### src/shared/lpm_pkg.sv
// Purpose: Constants and types for the low power mode controller
// Assumes: 250 MHz clock, classic Wishbone with 8-bit registers
// Notes:   Registers sit in the low byte of each aligned word
package lpm_pkg;

   // ----------------------------------------
   // Register byte addresses
   // ----------------------------------------
   localparam logic [4:0] PWR_CTRL_ADR = 5'h00;
   localparam logic [4:0] PWR_EXT_ADR  = 5'h04;
   localparam logic [4:0] SYS_CTRL_ADR = 5'h08;
   localparam logic [4:0] USB_CLK_ADR  = 5'h0c;
   localparam logic [4:0] USB_PWR_ADR  = 5'h10;
   localparam logic [4:0] STATUS_ADR   = 5'h14;

   // ----------------------------------------
   // Field positions
   // ----------------------------------------
   localparam int DOZE_ARM_BIT    = 0;
   localparam int SLEEP_ARM_BIT   = 1;
   localparam int GEN_FLAG_LO     = 2;
   localparam int DOZE_START_BIT  = 5;
   localparam int SLEEP_START_BIT = 6;
   localparam int WAKE_SRC_BIT    = 4;
   localparam int WAKE_EN_BIT     = 7;
   localparam int BANK_SEL_BIT    = 4;
   localparam int USB_PLL_BIT     = 0;
   localparam int USB_CLK_BIT     = 1;
   localparam int RX_PD_BIT       = 0;
   localparam int IRQ0_LATCH_BIT  = 10;

   // ----------------------------------------
   // Reset values and timing
   // ----------------------------------------
   localparam logic       RX_PD_RST    = 1'b1;
   localparam logic       USB_CLK_RST  = 1'b0;
   localparam logic [15:0] WAKE_VECTOR = 16'h007b;
   localparam int CLK_MHZ      = 250;
   localparam int USB_IDLE_US  = 6000;
   localparam int SUSPEND_CYC  = USB_IDLE_US * CLK_MHZ;
   localparam int SUSP_W       = 21;

   // ----------------------------------------
   // Types
   // ----------------------------------------
   typedef enum logic [1:0] {
      LPM_RUN  = 2'b00,
      LPM_DOZE = 2'b01,
      LPM_DEEP = 2'b10
   } lpm_mode_e;

   typedef struct packed {
      logic        ale;
      logic        program_store_strobe;
      logic [7:0]  p0;
      logic        p0_oe;
      logic [7:0]  p2;
      logic [7:0]  p2_addr;
      logic [15:0] p13;
      logic [15:0] alt;
      logic [15:0] alt_sel;
      logic        ext_code;
   } lpm_pad_in_s;

   typedef struct packed {
      logic        ale;
      logic        program_store_strobe;
      logic [7:0]  p0;
      logic        p0_oe;
      logic [7:0]  p2;
      logic [15:0] p13;
   } lpm_pad_out_s;

endpackage

### src/rtl/lpm_ctrl.sv
// Purpose: Light-sleep and deep-sleep controller with Wishbone registers
// Assumes: Pins are synchronous to clk_i; rst_i is the hardware reset pin
// Notes:   Clock stop is shown by osc_run_o; clk_i itself never stops
//
// Function
// - Light-sleep gates CPU clock and watchdog; peripherals keep clock.
// - Light-sleep leaves every CPU register unchanged.
// - Light-sleep holds pin levels; active alternate functions keep driving.
// - Light-sleep drives address latch and program store strobes high.
// - Port 0 and 2 state depends on mode and internal or external code.
// - Light-sleep needs arm write alone, then start write alone.
// - Light-sleep arm and start bits self clear and read zero.
// - The start write is the last instruction before either mode.
// - Any enabled interrupt ends light-sleep.
// - Hardware reset ends light-sleep; oscillator runs so reset is quick.
// - Deep-sleep stops both oscillators; memories and registers are kept.
// - Deep-sleep drives latch values, frozen alternate values, strobes low.
// - Deep-sleep ends by reset, low wake pin, or USB activity.
// - Deep-sleep needs arm write alone, then start write alone.
// - Deep-sleep arm and start bits self clear and read zero.
// - With wake enable clear, only reset leaves deep-sleep.
// - Wake pin latch at zero on entry wakes at once.
// - USB suspends after over 6 ms idle, resumes on any activity; code ignores activity while rx_pd is set.
// - Reset out of deep-sleep restarts oscillators, resets registers.
// - Wake source select: zero picks wake pin, one picks USB.
// - Wake from deep-sleep raises wake interrupt at vector 007B.
//
// The address map and the Wishbone register port are this design's own decisions.
`timescale 1ns/100ps
module lpm_ctrl #(
   parameter int SUSPEND_CYCLES = lpm_pkg::SUSPEND_CYC
) (
   input  wire logic                 clk_i,
   input  wire logic                 rst_i,
   // Wishbone slave
   input  wire logic                 cyc_i,
   input  wire logic                 stb_i,
   input  wire logic                 we_i,
   input  wire logic [4:0]           adr_i,
   input  wire logic [3:0]           sel_i,
   input  wire logic [31:0]          dat_i,
   output logic      [31:0]          dat_o,
   output logic                      ack_o,
   // Core and wake sources
   input  wire logic                 irq_pending_i,
   input  wire logic                 ext_irq_zero_i,
   input  wire logic                 usb_activity_i,
   input  wire lpm_pkg::lpm_pad_in_s pad_i,
   output lpm_pkg::lpm_pad_out_s     pad_o,
   output logic                      cpu_clk_en_o,
   output logic                      wdt_clk_en_o,
   output logic                      osc_run_o,
   output logic                      usb_clk_en_o,
   output logic                      usb_pll_en_o,
   output logic                      usb_rx_pd_o,
   output logic                      usb_suspend_o,
   output logic                      wake_irq_o,
   output logic      [15:0]          wake_vec_o,
   output logic                      core_rst_o,
   output logic      [1:0]           mode_o
);

   // ----------------------------------------
   // State
   // ----------------------------------------
   typedef struct packed {
      lpm_pkg::lpm_mode_e    mode;
      logic                  doze_armed;
      logic                  sleep_armed;
      logic [1:0]            gen_flags;
      logic                  wake_en;
      logic                  wake_usb;
      logic                  bank_sel;
      logic                  usb_clk_on;
      logic                  usb_pll_on;
      logic                  rx_pd;
      logic [7:0]            p0_hold;
      logic [7:0]            p2_hold;
      logic [15:0]           p13_hold;
      logic [lpm_pkg::SUSP_W-1:0] idle_cnt;
      logic                  suspended;
      logic                  ack;
      logic [7:0]            rdat;
      lpm_pkg::lpm_pad_out_s pad;
      logic                  cpu_clk_en;
      logic                  wdt_clk_en;
      logic                  osc_run;
      logic                  wake_irq;
      logic                  core_rst;
   } lpm_state_s;

   localparam logic [lpm_pkg::SUSP_W-1:0] SUSP_LIM =
      lpm_pkg::SUSP_W'(SUSPEND_CYCLES);

   lpm_state_s s_r;
   lpm_state_s s_nxt;

   logic       hit;
   logic       wr;
   logic [7:0] wd;
   logic [7:0] rd;
   logic       usb_seen;
   logic       pin_wake;
   logic       usb_wake;

   // ----------------------------------------
   // Next state
   // ----------------------------------------
   // Bus decode, register writes, mode sequencing and pad drive
   always_comb
   begin
      s_nxt          = s_r;
      s_nxt.wake_irq = 1'b0;
      s_nxt.core_rst = 1'b0;
      hit = cyc_i & stb_i;
      wd  = dat_i[7:0];
      // Write lands on the edge where the master samples ack
      wr  = hit & s_r.ack & we_i & sel_i[0];
      s_nxt.ack = hit & ~s_r.ack;

      // Read mux; arm and start bits never read back
      // read zero
      rd = 8'h00;
      case (adr_i)
         lpm_pkg::PWR_CTRL_ADR:
            rd[lpm_pkg::GEN_FLAG_LO +: 2] = s_r.gen_flags;
         lpm_pkg::PWR_EXT_ADR:
         begin
            if (s_r.bank_sel)
            begin
               rd[lpm_pkg::WAKE_EN_BIT]  = s_r.wake_en;
               rd[lpm_pkg::WAKE_SRC_BIT] = s_r.wake_usb;
            end
         end
         lpm_pkg::SYS_CTRL_ADR:
            rd[lpm_pkg::BANK_SEL_BIT] = s_r.bank_sel;
         lpm_pkg::USB_CLK_ADR:
         begin
            rd[lpm_pkg::USB_CLK_BIT] = s_r.usb_clk_on;
            rd[lpm_pkg::USB_PLL_BIT] = s_r.usb_pll_on;
         end
         lpm_pkg::USB_PWR_ADR:
            rd[lpm_pkg::RX_PD_BIT] = s_r.rx_pd;
         lpm_pkg::STATUS_ADR:
            rd = {5'h00, s_r.suspended, s_r.mode};
         default:
            rd = 8'h00;
      endcase
      if (hit & ~s_r.ack)
      begin
         s_nxt.rdat = rd;
      end

      // Register writes other than the power control register
      if (wr)
      begin
         case (adr_i)
            lpm_pkg::PWR_EXT_ADR:
            begin
               if (s_r.bank_sel)
               begin
                  s_nxt.wake_en  = wd[lpm_pkg::WAKE_EN_BIT];
                  s_nxt.wake_usb = wd[lpm_pkg::WAKE_SRC_BIT];
               end
            end
            lpm_pkg::SYS_CTRL_ADR:
               s_nxt.bank_sel = wd[lpm_pkg::BANK_SEL_BIT];
            lpm_pkg::USB_CLK_ADR:
            begin
               s_nxt.usb_clk_on = wd[lpm_pkg::USB_CLK_BIT];
               s_nxt.usb_pll_on = wd[lpm_pkg::USB_PLL_BIT];
            end
            lpm_pkg::USB_PWR_ADR:
               s_nxt.rx_pd = wd[lpm_pkg::RX_PD_BIT];
            default:
               s_nxt.rx_pd = s_r.rx_pd;
         endcase
      end

      // Power control: arm must be a lone write, start the very next one.
      // Any other write to this register disarms, so a stray store cannot
      // complete the pair later.
      if (wr && adr_i == lpm_pkg::PWR_CTRL_ADR)
      begin
         s_nxt.gen_flags   = wd[lpm_pkg::GEN_FLAG_LO +: 2];
         s_nxt.doze_armed  = 1'b0;
         s_nxt.sleep_armed = 1'b0;
         if (wd[lpm_pkg::DOZE_ARM_BIT] & ~wd[lpm_pkg::DOZE_START_BIT])
         begin
            s_nxt.doze_armed = 1'b1;
         end
         if (wd[lpm_pkg::SLEEP_ARM_BIT] & ~wd[lpm_pkg::SLEEP_START_BIT])
         begin
            s_nxt.sleep_armed = 1'b1;
         end
         if (s_r.mode == lpm_pkg::LPM_RUN)
         begin
            if (s_r.doze_armed & wd[lpm_pkg::DOZE_START_BIT] &
                ~wd[lpm_pkg::DOZE_ARM_BIT])
            begin
               s_nxt.mode     = lpm_pkg::LPM_DOZE;
               s_nxt.p0_hold  = s_r.pad.p0;
               s_nxt.p2_hold  = s_r.pad.p2;
               s_nxt.p13_hold = s_r.pad.p13;
            end
            else if (s_r.sleep_armed & wd[lpm_pkg::SLEEP_START_BIT] &
                     ~wd[lpm_pkg::SLEEP_ARM_BIT])
            begin
               s_nxt.mode = lpm_pkg::LPM_DEEP;
               s_nxt.p13_hold = pad_i.alt;
            end
         end
      end

      // USB suspend: activity is seen only while the receiver is powered
      // suspend after idle
      usb_seen = usb_activity_i & ~s_r.rx_pd;
      usb_wake = 1'b0;
      if (usb_seen)
      begin
         s_nxt.idle_cnt  = '0;
         s_nxt.suspended = 1'b0;
         usb_wake        = s_r.suspended;
      end
      else if (s_r.idle_cnt == SUSP_LIM)
      begin
         s_nxt.suspended = 1'b1;
      end
      else
      begin
         s_nxt.idle_cnt = s_r.idle_cnt + 1'b1;
      end

      // Wake pin is low when the pin or its own port latch pulls low
      // latch zero wakes
      pin_wake = ~(ext_irq_zero_i & pad_i.p13[lpm_pkg::IRQ0_LATCH_BIT]);

      // Leaving the modes
      case (s_r.mode)
         lpm_pkg::LPM_DOZE:
         begin
            if (irq_pending_i)
            begin
               s_nxt.mode = lpm_pkg::LPM_RUN;
            end
         end
         lpm_pkg::LPM_DEEP:
         begin
            if (s_r.wake_en &&
                (s_r.wake_usb ? usb_wake : pin_wake))
            begin
               s_nxt.mode = lpm_pkg::LPM_RUN;
               s_nxt.wake_irq = 1'b1;
            end
         end
         default:
            s_nxt.mode = s_nxt.mode;
      endcase

      // Clock gating follows the coming mode
      // CPU and watchdog gated
      s_nxt.cpu_clk_en = (s_nxt.mode == lpm_pkg::LPM_RUN);
      s_nxt.wdt_clk_en = (s_nxt.mode == lpm_pkg::LPM_RUN);
      s_nxt.osc_run    = (s_nxt.mode != lpm_pkg::LPM_DEEP);

      // Pad drive per mode
      case (s_nxt.mode)
         lpm_pkg::LPM_DOZE:
         begin
            s_nxt.pad.ale   = 1'b1;
            s_nxt.pad.program_store_strobe  = 1'b1;
            // port 0 float on external code
            s_nxt.pad.p0    = s_nxt.p0_hold;
            s_nxt.pad.p0_oe = ~pad_i.ext_code;
            // Holds data, or the address out at entry
            s_nxt.pad.p2    = s_nxt.p2_hold;
            s_nxt.pad.p13   = (pad_i.alt_sel & pad_i.alt) |
                              (~pad_i.alt_sel & s_nxt.p13_hold);
         end
         lpm_pkg::LPM_DEEP:
         begin
            s_nxt.pad.ale   = 1'b0;
            s_nxt.pad.program_store_strobe  = 1'b0;
            s_nxt.pad.p0    = pad_i.p0;
            s_nxt.pad.p0_oe = ~pad_i.ext_code;
            s_nxt.pad.p2    = pad_i.p2;
            s_nxt.pad.p13   = (pad_i.alt_sel & s_nxt.p13_hold) |
                              (~pad_i.alt_sel & pad_i.p13);
         end
         default:
         begin
            s_nxt.pad.ale   = pad_i.ale;
            s_nxt.pad.program_store_strobe  = pad_i.program_store_strobe;
            s_nxt.pad.p0    = pad_i.p0;
            s_nxt.pad.p0_oe = pad_i.p0_oe;
            s_nxt.pad.p2    = pad_i.ext_code ? pad_i.p2_addr : pad_i.p2;
            s_nxt.pad.p13   = (pad_i.alt_sel & pad_i.alt) |
                              (~pad_i.alt_sel & pad_i.p13);
         end
      endcase

      // Hardware reset wins over every mode. The oscillator runs in
      // light-sleep, so one clock suffices; after deep-sleep the pin
      // must be held until the oscillator settles, outside this block.
      // reset exit
      if (rst_i)
      begin
         s_nxt            = '0;
         s_nxt.mode       = lpm_pkg::LPM_RUN;
         s_nxt.rx_pd      = lpm_pkg::RX_PD_RST;
         s_nxt.usb_clk_on = lpm_pkg::USB_CLK_RST;
         s_nxt.cpu_clk_en = 1'b1;
         s_nxt.wdt_clk_en = 1'b1;
         s_nxt.osc_run    = 1'b1;
         s_nxt.core_rst   = 1'b1;
         s_nxt.pad.ale    = 1'b1;
         s_nxt.pad.program_store_strobe   = 1'b1;
      end
   end

   // ----------------------------------------
   // State register
   // ----------------------------------------
   // Reset is folded into the next-state logic above
   always_ff @(posedge clk_i)
   begin
      s_r <= s_nxt;
   end

   // ----------------------------------------
   // Outputs
   // ----------------------------------------
   // All straight from state flops except the constant wake vector; USB clocks die with the oscillator
   assign dat_o         = {24'h000000, s_r.rdat};
   assign ack_o         = s_r.ack;
   assign pad_o         = s_r.pad;
   assign cpu_clk_en_o  = s_r.cpu_clk_en;
   assign wdt_clk_en_o  = s_r.wdt_clk_en;
   assign osc_run_o     = s_r.osc_run;
   assign usb_clk_en_o  = s_r.usb_clk_on;
   assign usb_pll_en_o  = s_r.usb_pll_on;
   assign usb_rx_pd_o   = s_r.rx_pd;
   assign usb_suspend_o = s_r.suspended;
   assign wake_irq_o    = s_r.wake_irq;
   assign wake_vec_o    = lpm_pkg::WAKE_VECTOR;
   assign core_rst_o    = s_r.core_rst;
   assign mode_o        = s_r.mode;

endmodule // lpm_ctrl

### config.mk
export PLATFORM = sky130hd
export DESIGN_NAME = lpm_ctrl
export DESIGN_NICKNAME = d
export VERILOG_FILES = /design/src/shared/lpm_pkg.sv /design/src/rtl/lpm_ctrl.sv
export SDC_FILE = /design/constraint.sdc
export NUM_CORES = 1
export LEC_CHECK = 0
export BUFFER_PORTS_ARGS = -buffer_cell sky130_fd_sc_hd__clkbuf_2
export CORE_MARGIN = 2
export CORE_UTILIZATION = 55
export DETAILED_ROUTE_END_ITERATION = 10
export PLACE_DENSITY = 0.95
export SYNTH_ARGS = -nofsm -noshare
export SYNTH_HDL_FRONTEND = slang
export SYNTH_SLANG_ARGS = --single-unit
### constraint.sdc
create_clock -name clk_i -period 6.27 [get_ports clk_i]
set_input_delay 0.3135 -clock clk_i [delete_from_list [all_inputs] [get_ports clk_i]]
set_output_delay 0.3135 -clock clk_i [all_outputs]
set_load 0.02 [all_outputs]
==> summary.md <==
| Metric | Value |
|---|---|
| Status | complete, no violations |
| Post-Syn Area | 6294 µm² |
| R2r setup slk | approximately 1600 ps |
| Htree depth | 3 |
| Multi-input logic area | 3274 µm² |
| CTS tree | done |
| Commonest cells after routing, fill and taps aside | clkbuf_2, dfxtp_1, nor2_1, a21oi_1, conb_1 |
| CP Cell Sequence | inv_1, ha_1, nor3b_1, nand4_2, nor2_1, or3_1, ha_1, nor2b_1, buf_4, nor2_4, a31oi_1, o31ai_1 |
| Asr flop ratio synth | 0 |
| Worst-margin pin slew | 1186 ps |
| Critical path startpoint category | register |
| Hold WC Path Type | in -> reg |
| Worst setup path class | reg -> reg |
| Post-CTS Setup Bufs | 0 |
| Distinct cells, synth | 51 |
| DP Area | 6525 µm² |
| Mapped Cells | ~770 |
| Crit-path max FO | 27 |
| Crit path required time | 6520 ps |
| Synth Flop Type | dfxtp_1 |
| Hold Violations, Final | 0 |
| Pwr dens | 213.3 nW/µm² |
| Fin area | 6799 µm² |
| Setup TNS | 0 ps |
| Core Util, Final | 0.6032 |
| DP HPWL | approximately 11000 µm |
| Avg Cell Area, Syn | 8.227 µm² |
| RSZ-0062 raised after global routing | false |
| Row count | 39 |
| First-pass GRT wire length | 25160 µm |
| Initial core utilization | 0.5583 |
| Wirelength per Cell | 15.91 µm |
| Pre-antenna DRT Iters | 5 |
| Die H | 111.0 µm |
| Fin crit period | around 4600 ps |
| Arrival @ worst endpoint | 4870 ps |
| Vias in the first global route | 5251 |
| Slew margin rel. | 0.2082 |
| Routed vias | slightly below 6000 |
| DR iter-0 viols | 529 |
| Layout area overhead | 8.032% |
| Layout Nets | a little under 1000 |
| Die area | 12310 µm² |
| Slowest-stage cell, CP | nor2_1 |
| CTS hold repair buffers | 0 |
| Fmax | approximately 0.22 GHz |
| Skew-Pair Late Insertion Delay | 350 ps |
| # diodes | 0 |
| Largest net degree at the start of global routing | 50 |
| Reg2reg path depth | 12 |
| Fillcell total | 991 |
| Clk root buf | clkbuf_16 |
| Routed WL | ~16000 µm |
| Crit end category | register |
| Hold depth | 3 |
| Maximum VDD drop | 0.1715 mV |
| Clk slew on worst S/H paths | 80 ps |
| GPL Wtd Cong | around 0.88 |
| Post-DRT Antenna Nets | 0 |
| Max Transition Viols Final | 0 |
| Critical R2R Capture | pad_o[14]$_SDFF_PP0_ |
| Layout cells sized above 1 | 0.2431 |
| Die W | about 110 µm |
| Number of clock sinks | 112 |
| Overflow after GRT | 0 |
| CTS resizes | 0 |
| Vias/cell | 5.900 |
| Syn. warnings | 0 |
| Setup violators final | 0 |
| Register area share after synthesis | 0.3563 |
| GRT Total Usage | 0.2452 |
| Seq cells post-synth | around 110 |
| Commonest non-fill, non-tap cell in the layout | clkbuf_2 |
| IO Port Bufs | 150 |
| Post-route DRC | 0 |
| CTS Buffer Depth | 2 |
| Hold worst-path end | pad_o[31]$_SDFF_PP0_ |
| Number of synthesized flops with an enable pin | 0 |
| Hold Crit Start | pad_i[72] |
| FF+latch area | between 2000 and 2500 µm² |
| Crit-path max cell delay | slightly above 800 ps |
| Critical R2R Launch | mode_o[1]$_SDFF_PP0_ |
| Final worst-path cycle share | 0.7371 |
| Max-cap violation count | 0 |
| Static Leak | 2.792 nW |
| Power Total | about 1.5 mW |
| Clock skew | between 9 and 10 ps |
| Initial antenna violation count | 0 |
| Core area | 11270 µm² |
| Most common cell on crit path | ha_1 |
| Io pins | 220 |
| Number of CTS-inserted buffers | 9 |
-- per-layer routing --
metal	routed length, µm	global-route usage	vias up
met1	6720	0.3062	2694
li1	-	-	2796
met4	420	0.1108	0
met2	7390	0.4184	263
met3	1095	0.03718	41
met5	0	0	-
-- final cells by class --
type | count | area share
Sequential cell | 112 | 0.3298
Clock buffer | 10 | 0.03368
Inverter | 11 | 0.006073
Clock inverter | 6 | 0.006625
Multi-Input combinational cell | 545 | 0.4816
Tap cell | 143 | 0.02632
Timing Repair Buffer | 155 | 0.1159
-- flip-flops by register name, summed over array words and instances, names as in the netlist --
register       cells
osc_run_o          1
core_rst_o         1
dat_o              6
mode_o             2
wake_irq_o         1
usb_rx_pd_o        1
ack_o              1
s_r               60
wdt_clk_en_o       1
usb_pll_en_o       1
usb_suspend_o      1
pad_o             35
usb_clk_en_o       1
-- worst max-delay path, delay by kind of cell, from the launching register on --
| family | cells | cell delay, ps |
|---|---|---|
| flops | 1 | 360 |
| compound gates | 2 | 480 |
| fa+ha+maj | 2 | 530 |
| buf+inv | 2 | 380 |
| simple gates | 6 | 2760 |
-- kinds of logic after synthesis --
family / count (synthesis) / share of synthesized area
AND/OR/NAND/NOR: 287 / 0.2575
adder cells (fa/ha/maj): 8 / 0.01591
multiplexers: 16 / 0.02545
buffers and inverters: 148 / 0.1481
XOR/XNOR: 10 / 0.01392
other: 2 / 0.001193
AO/OA/AOI/OAI: 182 / 0.1817
flip-flops: 112 / 0.3563
-- Yosys cell counts (all sizes together), types with 2 or more instances --
library cell	count	area, µm²
buf	117	815.8
a21oi	53	269.0
nor3b	3	22.52
a31oi	34	212.7
nand3	27	135.1
and3	5	31.28
or2	21	131.4
ha	8	100.1
and4	8	73.82
nand2b	4	25.02
clkbuf	20	75.07
a21boi	2	26.28
nand4	33	234.0
conb	2	7.510
nor4	4	25.02
mux2i	16	160.2
o211ai	29	217.7
or3	4	25.02
dfxtp	112	2242
nand2	35	131.4
nor4b	17	148.9
inv	11	41.29
nor3	38	201.5
xnor2	5	43.79
o21ai	26	130.1
o21a	17	127.6
xor2	5	43.79
o31ai	17	127.6
and3b	4	35.03
nor2	62	240.2
or4	5	37.54
nand3b	10	78.82
nor2b	6	37.54
-- stage by stage --
| step | setup WS, ps | cells | hold slack [ps] |
|---|---|---|---|
| after global routing | 1255 | 982 | 183.0 |
| after detailed placement | 1743 | 966 | 448.1 |
| final | 1649 | 982 | 175.7 |
| after global placement | 1929 | 966 | 440.2 |
| after floorplan | 3318 | 805 | 341.2 |
| after CTS | 1699 | 982 | 166.6 |
-- worst max-delay path by stage --
stage,from,end
floorplan,mode_o[1]$_SDFF_PP0_,pad_o[10]$_SDFF_PP0_
global placement,mode_o[1]$_SDFF_PP0_,pad_o[11]$_SDFF_PP0_
detailed placement,mode_o[1]$_SDFF_PP0_,pad_o[14]$_SDFF_PP0_
CTS,mode_o[1]$_SDFF_PP0_,pad_o[14]$_SDFF_PP0_
global route,mode_o[0]$_SDFF_PP0_,pad_o[14]$_SDFF_PP0_
finish,mode_o[1]$_SDFF_PP0_,pad_o[14]$_SDFF_PP0_
-- where the power goes --
group	internal, mW	switching (mW)	total (mW)
Combinational	0.0585	0.106	0.164
Clock	0.272	0.274	0.546
Sequential	0.728	0.0126	0.741
Total	1.06	0.392	1.45
No activity file was read; power rests on OpenSTA's default activity.
